$ cat config.mk
export PLATFORM = sky130hd
export DESIGN_NAME = front_panel
export DESIGN_NICKNAME = d
export VERILOG_FILES = /design/src/design/panel_pkg.sv /design/src/design/key_debounce.sv /design/src/design/front_panel.sv
export SDC_FILE = /design/constraint.sdc
export NUM_CORES = 1
export LEC_CHECK = 0
export ABC_AREA = 1
export ABC_CLOCK_PERIOD_IN_PS = 1810
export BUFFER_PORTS_ARGS = -buffer_cell sky130_fd_sc_hd__buf_4
export CORE_AREA = 10 10 139 141
export CTS_CLUSTER_SIZE = 8
export DETAILED_ROUTE_END_ITERATION = 7
export DIE_AREA = 0 0 149 151
export PLACE_DENSITY = 0.73
export SLEW_MARGIN = 30
export SYNTH_ARGS = -nofsm -noshare
export SYNTH_HDL_FRONTEND = slang
export SYNTH_HIERARCHICAL = 1
export SYNTH_SLANG_ARGS = --single-unit
$ cat constraint.sdc
create_clock -name CLK -period 1.81 [get_ports CLK]
set_input_delay 0.2715 -clock CLK [delete_from_list [all_inputs] [get_ports CLK]]
set_output_delay 0.2715 -clock CLK [all_outputs]
set_load 0.01 [all_outputs]
$ cat src/design/panel_pkg.sv
package panel_pkg;

  // 10 MHz system clock
  localparam int unsigned CLK_HZ          = 10_000_000;
  // Display dwell in automatic cycling
  localparam int unsigned DWELL_MS        = 1000;
  localparam int unsigned DWELL_CYCLES    = CLK_HZ / 1000 * DWELL_MS;
  // Backlight inactivity timeout
  localparam int unsigned IDLE_S          = 60;
  localparam int unsigned IDLE_CYCLES     = CLK_HZ * IDLE_S;
  // Key debounce window
  localparam int unsigned DEBOUNCE_MS     = 10;
  localparam int unsigned DEBOUNCE_CYCLES = CLK_HZ / 1000 * DEBOUNCE_MS;

  localparam int unsigned NUM_KEYS        = 4;
  localparam int unsigned PARAM_W         = 4;
  localparam logic [3:0]  PARAM_LAST_RST  = 4'hF;
  localparam logic [3:0]  PARAM_RST       = 4'h0;

  // Index of each key in the key vector
  localparam int unsigned KEY_ENTER       = 0;
  localparam int unsigned KEY_UP          = 1;
  localparam int unsigned KEY_DOWN        = 2;
  localparam int unsigned KEY_ESC         = 3;

  typedef enum {MODE_CYCLE, MODE_HOLD} mode_t;

  typedef struct packed {
    logic esc;
    logic down;
    logic up;
    logic enter;
  } keys_t;

endpackage : panel_pkg

$ cat src/design/key_debounce.sv
`timescale 1ns/1ps
`default_nettype none

// Synchronises one raw key, filters bounce, pulses once per press
module key_debounce #(
  parameter int unsigned STABLE_CYCLES = panel_pkg::DEBOUNCE_CYCLES
) (
  input  wire logic CLK,
  input  wire logic RESET,
  input  wire logic key_raw,
  output logic      press
);

  localparam int unsigned CW = $clog2(STABLE_CYCLES + 1);

  logic          sync_a;
  logic          sync_b;
  logic          stable;
  logic          next_stable;
  logic [CW-1:0] count;
  logic [CW-1:0] next_count;
  logic          next_press;

  always_comb
  begin
    next_stable = stable;
    next_count  = count;
    next_press  = 1'b0;
    if (sync_b == stable)
      next_count = '0;
    else if (count == CW'(STABLE_CYCLES - 1))
    begin
      next_count  = '0;
      next_stable = sync_b;
      next_press  = sync_b;
    end
    else
      next_count = count + CW'(1);
  end

  always_ff @(posedge CLK or posedge RESET)
  begin
    if (RESET)
    begin
      sync_a <= 1'b0;
      sync_b <= 1'b0;
      stable <= 1'b0;
      count  <= '0;
      press  <= 1'b0;
    end
    else
    begin
      sync_a <= key_raw;
      sync_b <= sync_a;
      stable <= next_stable;
      count  <= next_count;
      press  <= next_press;
    end
  end
endmodule : key_debounce

`default_nettype wire

$ cat src/design/front_panel.sv
// Operation
// - Leaving reset, the backlight is on and the display cycles through all parameters.
// - In cycling mode each parameter stays about one second, then the next follows, wrapping.
// - In cycling mode only Enter changes the mode; Up, Down and Esc do not change the selection.
// - Enter in cycling mode freezes the shown parameter and enters hold mode.
// - In hold mode Up selects the next parameter and Down the previous one.
// - Esc in hold mode returns to cycling mode.
// - With the backlight on, one minute without a keypress switches it off.
// - With the backlight off, any key switches it back on.
`timescale 1ns/1ps
`default_nettype none

module front_panel #(
  parameter int unsigned DWELL_CYCLES    = panel_pkg::DWELL_CYCLES,
  parameter int unsigned IDLE_CYCLES     = panel_pkg::IDLE_CYCLES,
  parameter int unsigned DEBOUNCE_CYCLES = panel_pkg::DEBOUNCE_CYCLES
) (
  input  wire logic                         CLK,
  input  wire logic                         RESET,
  input  wire panel_pkg::keys_t             KEYS,
  input  wire logic [panel_pkg::PARAM_W-1:0] PARAM_LAST,
  output logic [panel_pkg::PARAM_W-1:0]     PARAM_SEL,
  output logic                              HOLD,
  output logic                              BACKLIGHT
);

  localparam int unsigned DW = $clog2(DWELL_CYCLES + 1);
  localparam int unsigned IW = $clog2(IDLE_CYCLES + 1);

  panel_pkg::keys_t               press;
  panel_pkg::mode_t               mode;
  panel_pkg::mode_t               next_mode;
  logic [panel_pkg::PARAM_W-1:0]  next_sel;
  logic [DW-1:0]                  dwell;
  logic [DW-1:0]                  next_dwell;
  logic [IW-1:0]                  idle;
  logic [IW-1:0]                  next_idle;
  logic                           next_light;
  logic                           any_press;

  genvar k;
  generate
    for (k = 0; k < panel_pkg::NUM_KEYS; k++)
    begin : g_key
      key_debounce #(
        .STABLE_CYCLES (DEBOUNCE_CYCLES)
      ) u_deb (
        .CLK     (CLK),
        .RESET   (RESET),
        .key_raw (KEYS[k]),
        .press   (press[k])
      );
    end
  endgenerate

  assign any_press = |press;

  // Mode and parameter selection
  always_comb
  begin
    next_mode  = mode;
    next_sel   = PARAM_SEL;
    next_dwell = dwell;
    case (mode)
      panel_pkg::MODE_CYCLE:
      begin
        // Up, Down, Esc ignored here
        if (press.enter)
        begin
          next_mode  = panel_pkg::MODE_HOLD;
          next_dwell = '0;
        end
        else if (dwell == DW'(DWELL_CYCLES - 1))
        begin
          next_dwell = '0;
          next_sel   = (PARAM_SEL >= PARAM_LAST) ? '0 : PARAM_SEL + 4'h1;
        end
        else
          next_dwell = dwell + DW'(1);
      end
      panel_pkg::MODE_HOLD:
      begin
        next_dwell = '0;
        if (press.esc)
          next_mode = panel_pkg::MODE_CYCLE;
        else if (press.up)
          next_sel = (PARAM_SEL >= PARAM_LAST) ? '0 : PARAM_SEL + 4'h1;
        else if (press.down)
          next_sel = (PARAM_SEL == '0) ? PARAM_LAST : PARAM_SEL - 4'h1;
      end
      default:
      begin
        next_mode  = panel_pkg::MODE_CYCLE;
        next_dwell = '0;
      end
    endcase
  end

  // Backlight and inactivity timer
  always_comb
  begin
    next_light = BACKLIGHT;
    next_idle  = idle;
    if (any_press)
    begin
      next_idle  = '0;
      next_light = 1'b1;
    end
    else if (BACKLIGHT)
    begin
      if (idle == IW'(IDLE_CYCLES - 1))
      begin
        next_light = 1'b0;
        next_idle  = '0;
      end
      else
        next_idle = idle + IW'(1);
    end
  end

  always_ff @(posedge CLK or posedge RESET)
  begin
    if (RESET)
    begin
      mode      <= panel_pkg::MODE_CYCLE;
      PARAM_SEL <= panel_pkg::PARAM_RST;
      dwell     <= '0;
      idle      <= '0;
      BACKLIGHT <= 1'b1;
    end
    else
    begin
      mode      <= next_mode;
      PARAM_SEL <= next_sel;
      dwell     <= next_dwell;
      idle      <= next_idle;
      BACKLIGHT <= next_light;
    end
  end

  assign HOLD = (mode == panel_pkg::MODE_HOLD);
endmodule : front_panel

`default_nettype wire

=== Word level (Yosys, flattened, before mapping) ===
Index checks and enable logic that the tools add are counted.

* Reduce and logical (&&, ||, !) cells: 11
* $add $sub $neg: 8
* Equal/unequal tests: 18
* $lt $le $gt $ge: 1
* Muxes and demuxes: 36
* Bitwise gates (word level): 4

{| class="wikitable"
|+ Operator list
! cell !! number
|-
| $mux W17 || 8
|-
| $mux W30 || 3
|-
| $mux W24 || 3
|-
| $add A17 B1 Y17 const B || 4
|-
| $eq A17 B17 Y1 const B || 4
|-
| $mux W32 || 2
|-
| $pmux W32 S2 || 1
|-
| $eq A32 B1 Y1 const B || 1
|-
| $eq A32 B2 Y1 const B || 1
|-
| $logic_not A32 Y1 || 1
|-
| $add A30 B1 Y30 const B || 1
|-
| $eq A30 B30 Y1 const B || 1
|-
| $mux W4 || 7
|-
| $add A24 B1 Y24 const B || 1
|-
| $eq A24 B24 Y1 const B || 1
|-
| $mux W1 || 11
|-
| $reduce_and A2 Y1 || 5
|-
| $pmux W4 S2 || 1
|-
| $ne A2 B2 Y1 const B || 3
|-
| $reduce_and A5 Y1 || 1
|-
| $add A4 B1 Y4 const B || 1
|-
| $eq A1 B1 Y1 || 4
|-
| $ge A4 B4 Y1 || 1
|-
| $logic_not A4 Y1 || 1
|-
| other kinds (6) || 11
|}

* Register bits: 175
* Logic and storage cells: 103
* Input port bits: 10

=== Logic depth before layout (Yosys ltp) ===
Gate-level depths: netlist of the first run.

* Depth in word-level cells: 6
* Mapped depth: 11
* Mapped depth without buffers: 11

=== Cells and area by module ===
The synthesis of the first run kept the hierarchy.

{| class="wikitable"
|+ Modules (own cells, without submodules)
! module !! area an instance (um^2) !! times used !! cells each
|-
| key_debounce || 1167.4 || 4 || 145
|-
| front_panel || 4216.5 || 1 || 589
|}

=== Worst setup path after synthesis of the first run ===
No wires, ideal clock.

* Kind: flip-flop to flip-flop
* From: reg idle[0]
* To: reg idle[19]
* Data arrival time: 1.472 ns
* Stages on the path, launching flop included: 12
* Library setup time: 0.118 ns
* Period minus slack after synthesis: 1.590 ns
* Slack: 0.220 ns
* Cells stage by stage: dfrtp_1 -> ha_1 -> nand2_1 -> nor2_2 -> nand2_2 -> nor2_2 -> nand2_2 -> nand3_4 -> inv_2 -> buf_6 -> nand3_2 -> o21ai_2

* Word-level cells in the longest chain between the ends: 4
* Elaborated cells on any way between the ends: 5
* Classes of those cells: 1 x add/sub; 1 x eq/ne; 3 x mux

{| class="wikitable"
|+ Ends and longest elaborated chain
! what !! line !! RTL
|-
| start, declared || front_panel.sv:36 || <nowiki>logic [IW-1:0] idle;</nowiki>
|-
| start signal, assigned || front_panel.sv:136 || <nowiki>idle <= next_idle;</nowiki>
|-
| $add A30 B1 Y30 or $eq A30 B30 Y1 (tied branches) || front_panel.sv:117, front_panel.sv:111 ||
|-
| $mux W30 (*) || front_panel.sv:111 || <nowiki>if (idle == IW'(IDLE_CYCLES - 1))</nowiki>
|-
| $mux W30 (*) || front_panel.sv:109 || <nowiki>else if (BACKLIGHT)</nowiki>
|-
| $mux W30 (*) || front_panel.sv:104 || <nowiki>if (any_press)</nowiki>
|}

Every way passes the cells marked *; elsewhere a longest branch is shown, timed or not. The select of a mux whose other input is x is not followed.
A chain may end at the register's enable or synchronous reset.

=== Worst setup path after layout of the first run ===
* From: reg idle[0]
* To: reg idle[26]

The elaborated chain is that of the path after synthesis.

==> results of run 1 <==
-- per-layer routing --
layer	global-route usage	up-vias
li1	-	3811
met2	0.2831	157
met4	0.05496	0
met1	0.2321	3483
met5	0	-
met3	0.03013	22
-- state kept, by name, summed over array words and instances, names as in the netlist --
name / cells
g_key.u_deb/count: 68
idle: 30
dwell: 24
PARAM_SEL: 4
g_key.u_deb/press: 4
g_key.u_deb/stable: 4
g_key.u_deb/sync_a: 4
g_key.u_deb/sync_b: 4
BACKLIGHT: 1
mode: 1
-- final cells by class --
| class | instances | area [um2] |
|---|---|---|
| multi-input combinational | 858 | 4642 |
| sequential | 144 | 3605 |
| fill | 1502 | 6420 |
| clock inverter | 13 | 127.6 |
| tap | 220 | 275.3 |
| timing repair buffer | 39 | 342.8 |
| inverter | 161 | 610.6 |
| clock buffer | 19 | 442.9 |
-- worst reg2reg max path, delay by kind of cell (launching register included) --
kind,cells,cell delay [ps]
flip-flops,1,350
adder cells (fa/ha/maj),1,200
AO/OA/AOI/OAI,1,180
AND/OR/NAND/NOR,7,920
-- Yosys cell counts (all sizes together) --
library cell and number:
dfrtp 143, clkinv 1, nand2 291, nor4 2, nand3 98, buf 6
nand3b 2, nor3b 6, o22ai 9, and2 5, nor2 254, a21oi 15
o21ai 46, o2111ai 1, dfstp 1, a21o 4, nor3 33, o211ai 1
o21bai 10, or2 2, ha 12, xnor2 7, inv 160, nand4 25
o31ai 1, xor2 34
-- per-stage QoR --
step | instance area (um2) | worst slack (ps) | setup TNS, ps
floorplan | 8886 | 55.46 | 0
global placement | 9359 | 31.80 | 0
detailed placement | 9359 | -13.16 | -23.64
CTS | 9982 | 71.35 | 0
global route | 10050 | 0.3841 | 0
finish | 10050 | 100.8 | 0
-- placed cells by master, fill, tap and decap left out, types with 3 or more instances in the layout --
cell type	instances
sky130_fd_sc_hd__a21oi_1	15
sky130_fd_sc_hd__nor3_2	5
sky130_fd_sc_hd__a21o_1	4
sky130_fd_sc_hd__o21ai_1	10
sky130_fd_sc_hd__nand2_4	9
sky130_fd_sc_hd__buf_12	3
sky130_fd_sc_hd__inv_6	7
sky130_fd_sc_hd__o21bai_2	4
sky130_fd_sc_hd__clkbuf_16	17
sky130_fd_sc_hd__dlygate4sd3_1	5
sky130_fd_sc_hd__buf_4	31
sky130_fd_sc_hd__nor3b_2	4
sky130_fd_sc_hd__nand3_2	20
sky130_fd_sc_hd__nand3_1	76
sky130_fd_sc_hd__xor2_2	4
sky130_fd_sc_hd__nor3_1	25
sky130_fd_sc_hd__nor2_4	16
sky130_fd_sc_hd__nand2_2	17
sky130_fd_sc_hd__o21ai_2	10
sky130_fd_sc_hd__nor2_1	205
sky130_fd_sc_hd__o22ai_2	8
sky130_fd_sc_hd__o21ai_0	26
sky130_fd_sc_hd__nand4_1	25
sky130_fd_sc_hd__and2_1	5
sky130_fd_sc_hd__inv_1	142
sky130_fd_sc_hd__nand2_1	264
sky130_fd_sc_hd__xor2_1	30
sky130_fd_sc_hd__nor2_2	33
sky130_fd_sc_hd__ha_1	11
sky130_fd_sc_hd__xnor2_1	7
sky130_fd_sc_hd__inv_2	17
sky130_fd_sc_hd__dfrtp_1	143
sky130_fd_sc_hd__clkinvlp_4	6
sky130_fd_sc_hd__nor3_4	3
sky130_fd_sc_hd__o21bai_1	6
-- cell families (layout without fill, tap and decap cells) --
group,count (synthesis),in the layout
buffers and inverters,167,232
AND/OR/NAND/NOR,718,718
XOR/XNOR,41,41
adder cells (fa/ha/maj),12,12
flip-flops,144,144
AO/OA/AOI/OAI,87,87
-- worst paths after layout --
| path | end | slack [ps] | cells past startpoint |
|---|---|---|---|
| max | idle[26]$_DFFE_PP0P_ | 100 | 9 |
| min | PARAM_SEL[1]$_DFFE_PP0P_ | 270 | 5 |
| max reg2reg | idle[26]$_DFFE_PP0P_ | 100 | 9 |
| min reg2reg | g_key[3].u_deb/sync_b$_DFF_PP0_ | 350 | 0 |
| max in group asynchronous | PARAM_SEL[1]$_DFFE_PP0P_ | 850 | 4 |
| min in group asynchronous | g_key[2].u_deb/sync_a$_DFF_PP0_ | 300 | 3 |
-- power breakdown --
part | switching (mW) | internal, mW
registers | 0.0247 | 3.25
clock network | 1.42 | 1.95
logic | 0.142 | 0.0664
-- repair_timing --
item / CTS / global route
gates resized for setup: 1 / 11
endpoints found under the setup margin: 4 / 20
hold endpoints to repair: 87 / 0
pin swaps: 0 / 2
setup buffers: 0 / 3
hold buffers: 5 / 0
==> run_results.csv, run 1 <==
group,metric,value,unit
routing,drtPass1Iterations,5,
sta,rsz_0062_raised_after_global_routing,"false",
routing,drc,0,
worst_setup_path,critical-path-top-delay-family,"simple AND/OR/NAND/NOR gates",
logic_synthesis,yosys-mux-area-fraction,0,
clock_network,clock-sinks,144,
sta,setup_viol,0,
sta,post-route-min-period,1709,ps
power,peakVddDrop,0.0006472,V
clock_network,ctsHtreeMaxLevel,4,
final_layout,fin_cells,1454,
worst_setup_path,most_common_cell_on_crit_path,"sky130_fd_sc_hd__nand2_1",
logic_synthesis,gate_count_post_synth,1169,
routing,drtIter0Drc,592,
logic_synthesis,yosys.area.top_type_share,0.4027,
logic_synthesis,synth-xor-area-share,0.04379,
floorplanning,dieWidth,149,um
final_layout,areaGrowthSynthToFinish,13.05,%
floorplanning,die_area,22500,um2
logic_synthesis,simple_gate_share_of_the_synthesized_area,0.3920,
routing,detail_route.wirelength,18.39,mm
logic_synthesis,ys_warn_count,6,
logic_synthesis,net_count_after_synthesis,1191,
power,fin_total_pwr,6.856,mW
worst_setup_path,worstReg2RegStart,"idle[0]$_DFFE_PP0P_",
routing,routed-via-count,7473,
global_route,number_of_antenna_violations_at_the_first_check_in_global_routing,0,
worst_setup_path,worstPathMaxFanout,6,
global_route,pin_count_of_the_biggest_net_entering_global_routing,32,
final_layout,antenna_cells_inserted,0,
routing,avgRoutedWirePerCell,12.65,um
worst_setup_path,critPathBufInv,0,
routing,wl_met2,8.673,mm
floorplanning,chipHeight,151,um
worst_setup_path,cp-start-kind,"register",
floorplanning,fp-row-count,47,
logic_synthesis,combinational_family_with_the_most_area_after_synthesis,"simple AND/OR/NAND/NOR gates",
job,cap_violations,0,
sta,max_clock_freq,585.1,MHz
min_path,timing.hold.worst.class,"in -> reg",
sta,timing.slew.headroom,0.6270,
clock_network,cts_tree,"built",
floorplanning,start_util,0.5397,
routing,via_per_inst,5.140,
clock_network,cts.clk_slew.worst_paths,60,ps
worst_setup_path,critPathArrivalTime,2070,ps
worst_setup_path,timing.critical_path.cells,"ha_1 -> nand2_1 -> nor2_2 -> nand2_2 -> nor2_4 -> nand2_1 -> o21bai_1 -> nand4_1 -> nand2_1",
min_path,hp-start,"PARAM_LAST[1]",
global_route,grt_overflow_total,0,
floorplanning,boundaryPins,16,
worst_setup_path,worstSetupStartpoint,"idle[0]$_DFFE_PP0P_",
outcome,outcome,"completed",
final_layout,fin_nets,1243,
global_route,global_route_wire_length_before_repair,33.02,mm
clock_network,number_of_buffers_created_by_cts,17,
sta,fin_crit_sh,0.9443,
logic_synthesis,synth_area_in_compound_gates,0.06674,
routing,total_met3_wirelength_after_detailed_routing,722,um
logic_synthesis,seq_area_frac_synth,0.4057,
placement,placement.io_buffers,15,
logic_synthesis,synth_seq_cells,144,
sta,whs,272.3,ps
final_layout,post_route_cells_drive_above_1_share,0.1807,
logic_synthesis,most_area_hungry_cell_type_in_the_yosys_netlist,"sky130_fd_sc_hd__dfrtp_1",
sta,final-hold-violation-count,0,
final_layout,layout.core_utilization,0.6101,
clock_network,clk_latency,420,ps
placement,gpl_wtd_cong,0.9225,
sta,finClkSkew,4.814,ps
worst_setup_path,timing.setup.critical_path_class,"reg -> reg",
sta,timing_worst_slew_pin_value,553.6,ps
worst_setup_path,worst_setup_path_end_kind,"register",
global_route,grt_pass1_vias,7326,
routing,number_of_routed_nets_with_antenna_violations,0,
worst_setup_path,worst_path_max_delay_cell,"sky130_fd_sc_hd__dfrtp_1",
global_route,grtUsageTotal,0.1742,
routing,m1WireLength,8.757,mm
worst_setup_path,largest_stage_delay_on_the_critical_path,350,ps
logic_synthesis,synth_unique_cells,43,
placement,dp_cells,1414,
power,power_per_cell_area,682.4,nW/um2
power,total_leakage_power,4.404,nW
clock_network,clock_path_buffers,2,
logic_synthesis,syn_avg_cell_area,7.601,um2
logic_synthesis,synth-adder-area-share,0.01690,
logic_synthesis,ys_top_cells_by_area,"sky130_fd_sc_hd__dfrtp_1 (40%), sky130_fd_sc_hd__nand2_1 (11%), sky130_fd_sc_hd__nor2_1 (8.8%), sky130_fd_sc_hd__inv_1 (6.1%), sky130_fd_sc_hd__nand3_1 (4.3%)",
worst_setup_path,worst_ep_required_time,2170,ps
placement,dp_hpwl,13.48,mm
logic_synthesis,cell_area_after_synthesis,8886,um2
sta,maxSlewViolCount,0,
clock_network,clock_tree.root_cell,"sky130_fd_sc_hd__clkbuf_16",
floorplanning,core-area,16470,um2
routing,top_layer,"met4",
No activity file was read; power rests on OpenSTA's default activity.
==> run 2: changes to the inputs <==
--- a/config.mk
+++ b/config.mk
@@ -6,13 +6,13 @@
 export NUM_CORES = 1
 export LEC_CHECK = 0
 export ABC_AREA = 1
-export ABC_CLOCK_PERIOD_IN_PS = 1810
+export ABC_CLOCK_PERIOD_IN_PS = 2120
 export BUFFER_PORTS_ARGS = -buffer_cell sky130_fd_sc_hd__buf_4
-export CORE_AREA = 10 10 139 141
+export CORE_AREA = 4 4 133 135
 export CTS_CLUSTER_SIZE = 8
 export DETAILED_ROUTE_END_ITERATION = 7
-export DIE_AREA = 0 0 149 151
-export PLACE_DENSITY = 0.73
+export DIE_AREA = 0 0 137 139
+export PLACE_DENSITY = 0.7
 export SLEW_MARGIN = 30
 export SYNTH_ARGS = -nofsm -noshare
 export SYNTH_HDL_FRONTEND = slang
==> constraint.sdc (replaced) <==
create_clock -name CLK -period 2.12 [get_ports CLK]
set_input_delay 0.318 -clock CLK [delete_from_list [all_inputs] [get_ports CLK]]
set_output_delay 0.318 -clock CLK [all_outputs]
set_load 0.01 [all_outputs]
==> run_results.csv, run 2 (same netlist as run 1, synthesis figures left out) <==
group,metric,value,unit
outcome,outcome,"completed",
final_layout,final_cell_mix,"sky130_fd_sc_hd__nand2_1 (265), sky130_fd_sc_hd__nor2_1 (208), sky130_fd_sc_hd__dfrtp_1 (143), sky130_fd_sc_hd__inv_1 (143), sky130_fd_sc_hd__nand3_1 (76)",
worst_setup_path,critical-path-top-delay-family,"simple AND/OR/NAND/NOR gates",
final_layout,fin_cells,1442,
worst_setup_path,timing.setup.critical_path_class,"reg -> reg",
final_layout,post_route_cells_drive_above_1_share,0.1669,
worst_setup_path,critPathArrivalTime,2120,ps
final_layout,largest-register,"g_key.u_deb/count",
floorplanning,core-area,16470,um2
routing,drtIter0Drc,450,
sta,max_clock_freq,545.8,MHz
placement,gpl_wtd_cong,0.9090,
global_route,global_route_wire_length_before_repair,33.07,mm
sta,fin_crit_sh,0.8642,
final_layout,biggest_regs,"g_key.u_deb/count x68, idle x30, dwell x24",
sta,rsz_0062_raised_after_global_routing,"false",
global_route,grt_pass1_vias,7112,
clock_network,clock-sinks,144,
power,total_leakage_power,4.393,nW
placement,dp_cells,1405,
clock_network,cts.clk_slew.worst_paths,60,ps
global_route,pin_count_of_the_biggest_net_entering_global_routing,61,
final_layout,antenna_cells_inserted,0,
placement,placedInstanceArea,9279,um2
final_layout,areaGrowthSynthToFinish,12.48,%
power,fin_total_pwr,6.326,mW
sta,timing.slew.headroom,0.4435,
min_path,min_delay_path_depth,0,
clock_network,postCtsResizedCells,0,
worst_setup_path,worst-r2r-setup-slack,290,ps
routing,avgRoutedWirePerCell,12.95,um
clock_network,ctsHtreeMaxLevel,4,
final_layout,n_fill_cell,1490,
floorplanning,fp-row-count,47,
clock_network,clock_path_buffers,2,
final_layout,fin_nets,1231,
floorplanning,chipHeight,139,um
sta,finClkSkew,8.297,ps
worst_setup_path,worst_setup_path_end_kind,"register",
global_route,global_route.usage.met1,0.2977,
floorplanning,start_util,0.5397,
worst_setup_path,critPathBufInv,1,
power,power_per_cell_area,632.9,nW/um2
worst_setup_path,timing.rr.end,"idle[11]$_DFFE_PP0P_",
sta,final-hold-violation-count,0,
placement,dp_hpwl,13.43,mm
sta,post-route-min-period,1832,ps
worst_setup_path,worstPathMaxFanout,11,
final_layout,largest_register_ffs,68,
min_path,min_delay_worst_endpoint,"g_key[2].u_deb/sync_b$_DFF_PP0_",
clock_network,post_cts.repair.setup_buffers,0,
worst_setup_path,worst_path_max_delay_cell,"sky130_fd_sc_hd__dfrtp_1",
clock_network,clock_tree.root_cell,"sky130_fd_sc_hd__clkbuf_16",
routing,via_per_inst,5.110,
global_route,grt_overflow_total,0,
routing,drtPass1Iterations,5,
global_route,grtUsageTotal,0.2098,
routing,drc,0,
sta,setup_viol,0,
global_route,number_of_antenna_violations_at_the_first_check_in_global_routing,0,
placement,placement.io_buffers,15,
sta,setup_tns,0,ps
final_layout,post-route-cell-area,9995,um2
final_layout,layout.core_utilization,0.6070,
min_path,timing.hold.worst.class,"reg -> reg",
worst_setup_path,largest_stage_delay_on_the_critical_path,420,ps
worst_setup_path,cp-start-kind,"register",
min_path,hp-start,"g_key[2].u_deb/sync_a$_DFF_PP0_",
sta,whs,354.0,ps
worst_setup_path,ff2ff_path_depth,9,
placement,dpl_worst_slack,293.2,ps
floorplanning,dieWidth,137,um
floorplanning,die_area,19040,um2
final_layout,mostFrequentLayoutCell,"sky130_fd_sc_hd__nand2_1",
routing,detail_route.wirelength,18.68,mm
clock_network,clk_latency,420,ps
clock_network,number_of_buffers_created_by_cts,17,
sta,post-route-worst-setup-slack,288.0,ps
routing,number_of_routed_nets_with_antenna_violations,0,
global_route,busiest_layer,"met2",
worst_setup_path,worstReg2RegStart,"idle[0]$_DFFE_PP0P_",
global_route,grtUsageMet2,0.3248,
power,peakVddDrop,0.0005758,V
sta,maxSlewViolCount,0,
clock_network,cts_tree,"built",
routing,routed-via-count,7369,
global_route,grtUsageMet3,0.04536,
worst_setup_path,worst_ep_required_time,2410,ps
floorplanning,boundaryPins,16,
job,cap_violations,0,
worst_setup_path,timing.critical_path.cells,"ha_1 -> nand2_1 -> nor2_2 -> nand2_2 -> nor2_2 -> nand2_2 -> nand3_4 -> buf_4 -> o22ai_2",
sta,timing_worst_slew_pin_value,833.8,ps
[run 2: what timing repair did]
item | 4_1_cts | 5_1_grt
hold buffers | 5 | 0
endpoints found under the setup margin | 0 | 0
endpoints found under the hold margin | 52 | 0
[run 2: area by class of cell]
type	instances	area, um2	share of cell area
multi-input combinational	858	4616	0.4618
sequential	144	3605	0.3607
inverter	161	605.6	0.06059
clock buffer	23	488.0	0.04882
tap	220	275.3	0.02754
timing repair buffer	27	227.7	0.02278
clock inverter	9	177.7	0.01778
[run 2: worst max path at each step]
stage	end	depth (start not counted)	from
6_report	idle[11]$_DFFE_PP0P_	9	idle[0]$_DFFE_PP0P_
5_1_grt	idle[14]$_DFFE_PP0P_	9	idle[0]$_DFFE_PP0P_
4_1_cts	idle[11]$_DFFE_PP0P_	9	idle[0]$_DFFE_PP0P_
3_5_place_dp	idle[2]$_DFFE_PP0P_	10	idle[0]$_DFFE_PP0P_
3_3_place_gp	idle[2]$_DFFE_PP0P_	10	idle[0]$_DFFE_PP0P_
2_1_floorplan	PARAM_SEL[0]$_DFFE_PP0P_	1	RESET
[run 2: power by group]
part	leakage, nW	switching, mW	total, mW	internal [mW]
clock network	0.327	1.14	3.35	2.21
logic	2.12	0.121	0.175	0.0544
registers	1.94	0.0223	2.80	2.78
[run 2: layer usage]
| metal | up-vias | part of all wire |
|---|---|---|
| met1 | 3417 | 0.48 |
| li1 | 3767 | - |
| met3 | 28 | 0.047 |
| met4 | 0 | 0.015 |
| met2 | 157 | 0.46 |
| met5 | - | 0 |
==> run 3: changes to the inputs <==
--- a/config.mk
+++ b/config.mk
@@ -12,6 +12,7 @@
 export CTS_CLUSTER_SIZE = 8
 export DETAILED_ROUTE_END_ITERATION = 7
 export DIE_AREA = 0 0 137 139
+export GPL_TIMING_DRIVEN = 0
 export PLACE_DENSITY = 0.7
 export SLEW_MARGIN = 30
 export SYNTH_ARGS = -nofsm -noshare
==> run_results.csv, run 3 (same netlist as run 1, synthesis figures left out) <==
group,metric,value,unit
routing,avgRoutedWirePerCell,12.48,um
floorplanning,fp-row-count,47,
routing,number_of_routed_nets_with_antenna_violations,0,
sta,max_clock_freq,535.8,MHz
sta,finClkSkew,13.93,ps
sta,final-hold-violation-count,0,
floorplanning,dieWidth,137,um
final_layout,post_route_cells_drive_above_1_share,0.1671,
routing,total_met3_wirelength_after_detailed_routing,752,um
worst_setup_path,worst_setup_path_end_kind,"register",
clock_network,post_cts.repair.setup_buffers,0,
global_route,global_route_wire_length_before_repair,31.81,mm
routing,m1WireLength,8.909,mm
min_path,hp-start,"PARAM_LAST[1]",
worst_setup_path,worst_ep_required_time,2420,ps
worst_setup_path,timing.rr.end,"idle[10]$_DFFE_PP0P_",
min_path,min_delay_worst_endpoint,"PARAM_SEL[1]$_DFFE_PP0P_",
worst_setup_path,timing.setup.critical_path_class,"reg -> reg",
floorplanning,boundaryPins,16,
job,cap_violations,0,
final_layout,largest-register,"g_key.u_deb/count",
sta,setup_tns,0,ps
final_layout,largest_register_ffs,68,
worst_setup_path,worstReg2RegStart,"idle[0]$_DFFE_PP0P_",
sta,fin_crit_sh,0.8804,
power,peakVddDrop,0.0006077,V
final_layout,areaGrowthSynthToFinish,12.11,%
floorplanning,start_util,0.5397,
routing,drc,0,
clock_network,clock-sinks,144,
final_layout,final_cell_mix,"sky130_fd_sc_hd__nand2_1 (265), sky130_fd_sc_hd__nor2_1 (208), sky130_fd_sc_hd__dfrtp_1 (143)",
min_path,timing.hold.worst.class,"in -> reg",
global_route,pin_count_of_the_biggest_net_entering_global_routing,43,
placement,gpl_wtd_cong,0.9170,
final_layout,fin_cells,1441,
sta,timing.slew.headroom,0.4555,
power,power_per_cell_area,608.1,nW/um2
final_layout,post-route-cell-area,9962,um2
sta,setup_viol,0,
placement,placedInstanceArea,9296,um2
worst_setup_path,worstPathMaxFanout,10,
power,total_leakage_power,4.359,nW
routing,drtIter0Drc,419,
clock_network,clk_latency,430,ps
routing,wl_met2,8.124,mm
outcome,outcome,"completed",
sta,rsz_0062_raised_after_global_routing,"false",
clock_network,cts_tree,"built",
sta,post-route-min-period,1866,ps
global_route,grt_overflow_total,0,
sta,maxSlewViolCount,0,
placement,dp_cells,1405,
floorplanning,core-area,16470,um2
floorplanning,die_area,19040,um2
worst_setup_path,worst-r2r-setup-slack,250,ps
final_layout,biggest_regs,"g_key.u_deb/count x68, idle x30, dwell x24",
clock_network,cts.clk_slew.worst_paths,60,ps
routing,drtPass1Iterations,5,
routing,detail_route.wirelength,17.98,mm
global_route,grt_pass1_vias,6955,
global_route,grtUsageTotal,0.2017,
final_layout,antenna_cells_inserted,0,
worst_setup_path,ff2ff_path_depth,9,
placement,placement.io_buffers,15,
final_layout,mostFrequentLayoutCell,"sky130_fd_sc_hd__nand2_1",
clock_network,number_of_buffers_created_by_cts,17,
placement,dp_hpwl,13.35,mm
routing,via_per_inst,5.081,
worst_setup_path,cp-start-kind,"register",
sta,timing_worst_slew_pin_value,815.9,ps
final_layout,fin_nets,1231,
clock_network,ctsHtreeMaxLevel,4,
routing,routed-via-count,7322,
final_layout,n_fill_cell,1480,
routing,top_layer,"met4",
worst_setup_path,critPathArrivalTime,2170,ps
clock_network,clock_path_buffers,2,
floorplanning,chipHeight,139,um
clock_network,clock_tree.root_cell,"sky130_fd_sc_hd__clkbuf_16",
min_path,min_delay_path_depth,5,
global_route,number_of_antenna_violations_at_the_first_check_in_global_routing,0,
==> run 3: repair_timing <==
action                                 CTS  global route
hold buffers                             5             0
endpoints found under the hold margin   22             0
gates resized for setup                  0             0
==> run 3: final cells by class <==
cell class,instances,area [um2],share of cell area
buffer,6,60.06,0.006029
multi-input combinational,858,4616,0.4633
clock buffer,22,484.2,0.04861
timing repair buffer,21,182.7,0.01834
clock inverter,9,131.4,0.01319
sequential,144,3605,0.3618
tap,220,275.3,0.02763
inverter,161,608.1,0.06104
==> run 3: worst max path at each step <==
stage	startpoint	endpoint	slack, ps	cells past startpoint
after global routing	idle[1]$_DFFE_PP0P_	idle[10]$_DFFE_PP0P_	140	9
after floorplan	RESET	PARAM_SEL[0]$_DFFE_PP0P_	320	1
after global placement	RESET	idle[21]$_DFFE_PP0P_	-590	2
final	idle[0]$_DFFE_PP0P_	idle[10]$_DFFE_PP0P_	250	9
after CTS	idle[0]$_DFFE_PP0P_	idle[10]$_DFFE_PP0P_	250	9
after detailed placement	idle[0]$_DFFE_PP0P_	idle[23]$_DFFE_PP0P_	270	11
==> run 3: power by group <==
part	total, mW	internal (mW)	leakage (nW)	switching [mW]
clock network	3.09	1.97	0.294	1.12
logic	0.171	0.0510	2.12	0.120
registers	2.80	2.78	1.94	0.0220
total	6.06	4.79	4.36	1.27
==> run 3: per-stage QoR <==
stage               utilization  setup WS (ps)  total power [mW]  hold slack (ps)
floorplan                     -          319.0             2.956            294.5
global placement         0.5632         -587.8             3.007            332.8
detailed placement       0.5646          268.7             3.017            334.1
CTS                      0.6050          248.6             6.128            335.4
global route             0.6050          144.0             6.289            361.5
finish                   0.6050          253.5             6.058            354.8
==> run 3: worst max-delay path, cell delays in order (launching register included) <==
cell and delay (ps):
sky130_fd_sc_hd__dfrtp_1 420, sky130_fd_sc_hd__ha_1 220, sky130_fd_sc_hd__nand2_1 100, sky130_fd_sc_hd__nor2_2 140
sky130_fd_sc_hd__nand2_2 130, sky130_fd_sc_hd__nor2_2 160, sky130_fd_sc_hd__nand2_2 110, sky130_fd_sc_hd__nand3_4 130
sky130_fd_sc_hd__buf_4 230, sky130_fd_sc_hd__o22ai_2 100
==> run 3: routing by layer <==
| metal | vias to the layer above | global-route usage |
|---|---|---|
| met1 | 3376 | 0.2919 |
| met3 | 20 | 0.04028 |
| met5 | - | 0 |
| li1 | 3793 | - |
| met4 | 0 | 0.04832 |
| met2 | 133 | 0.3122 |
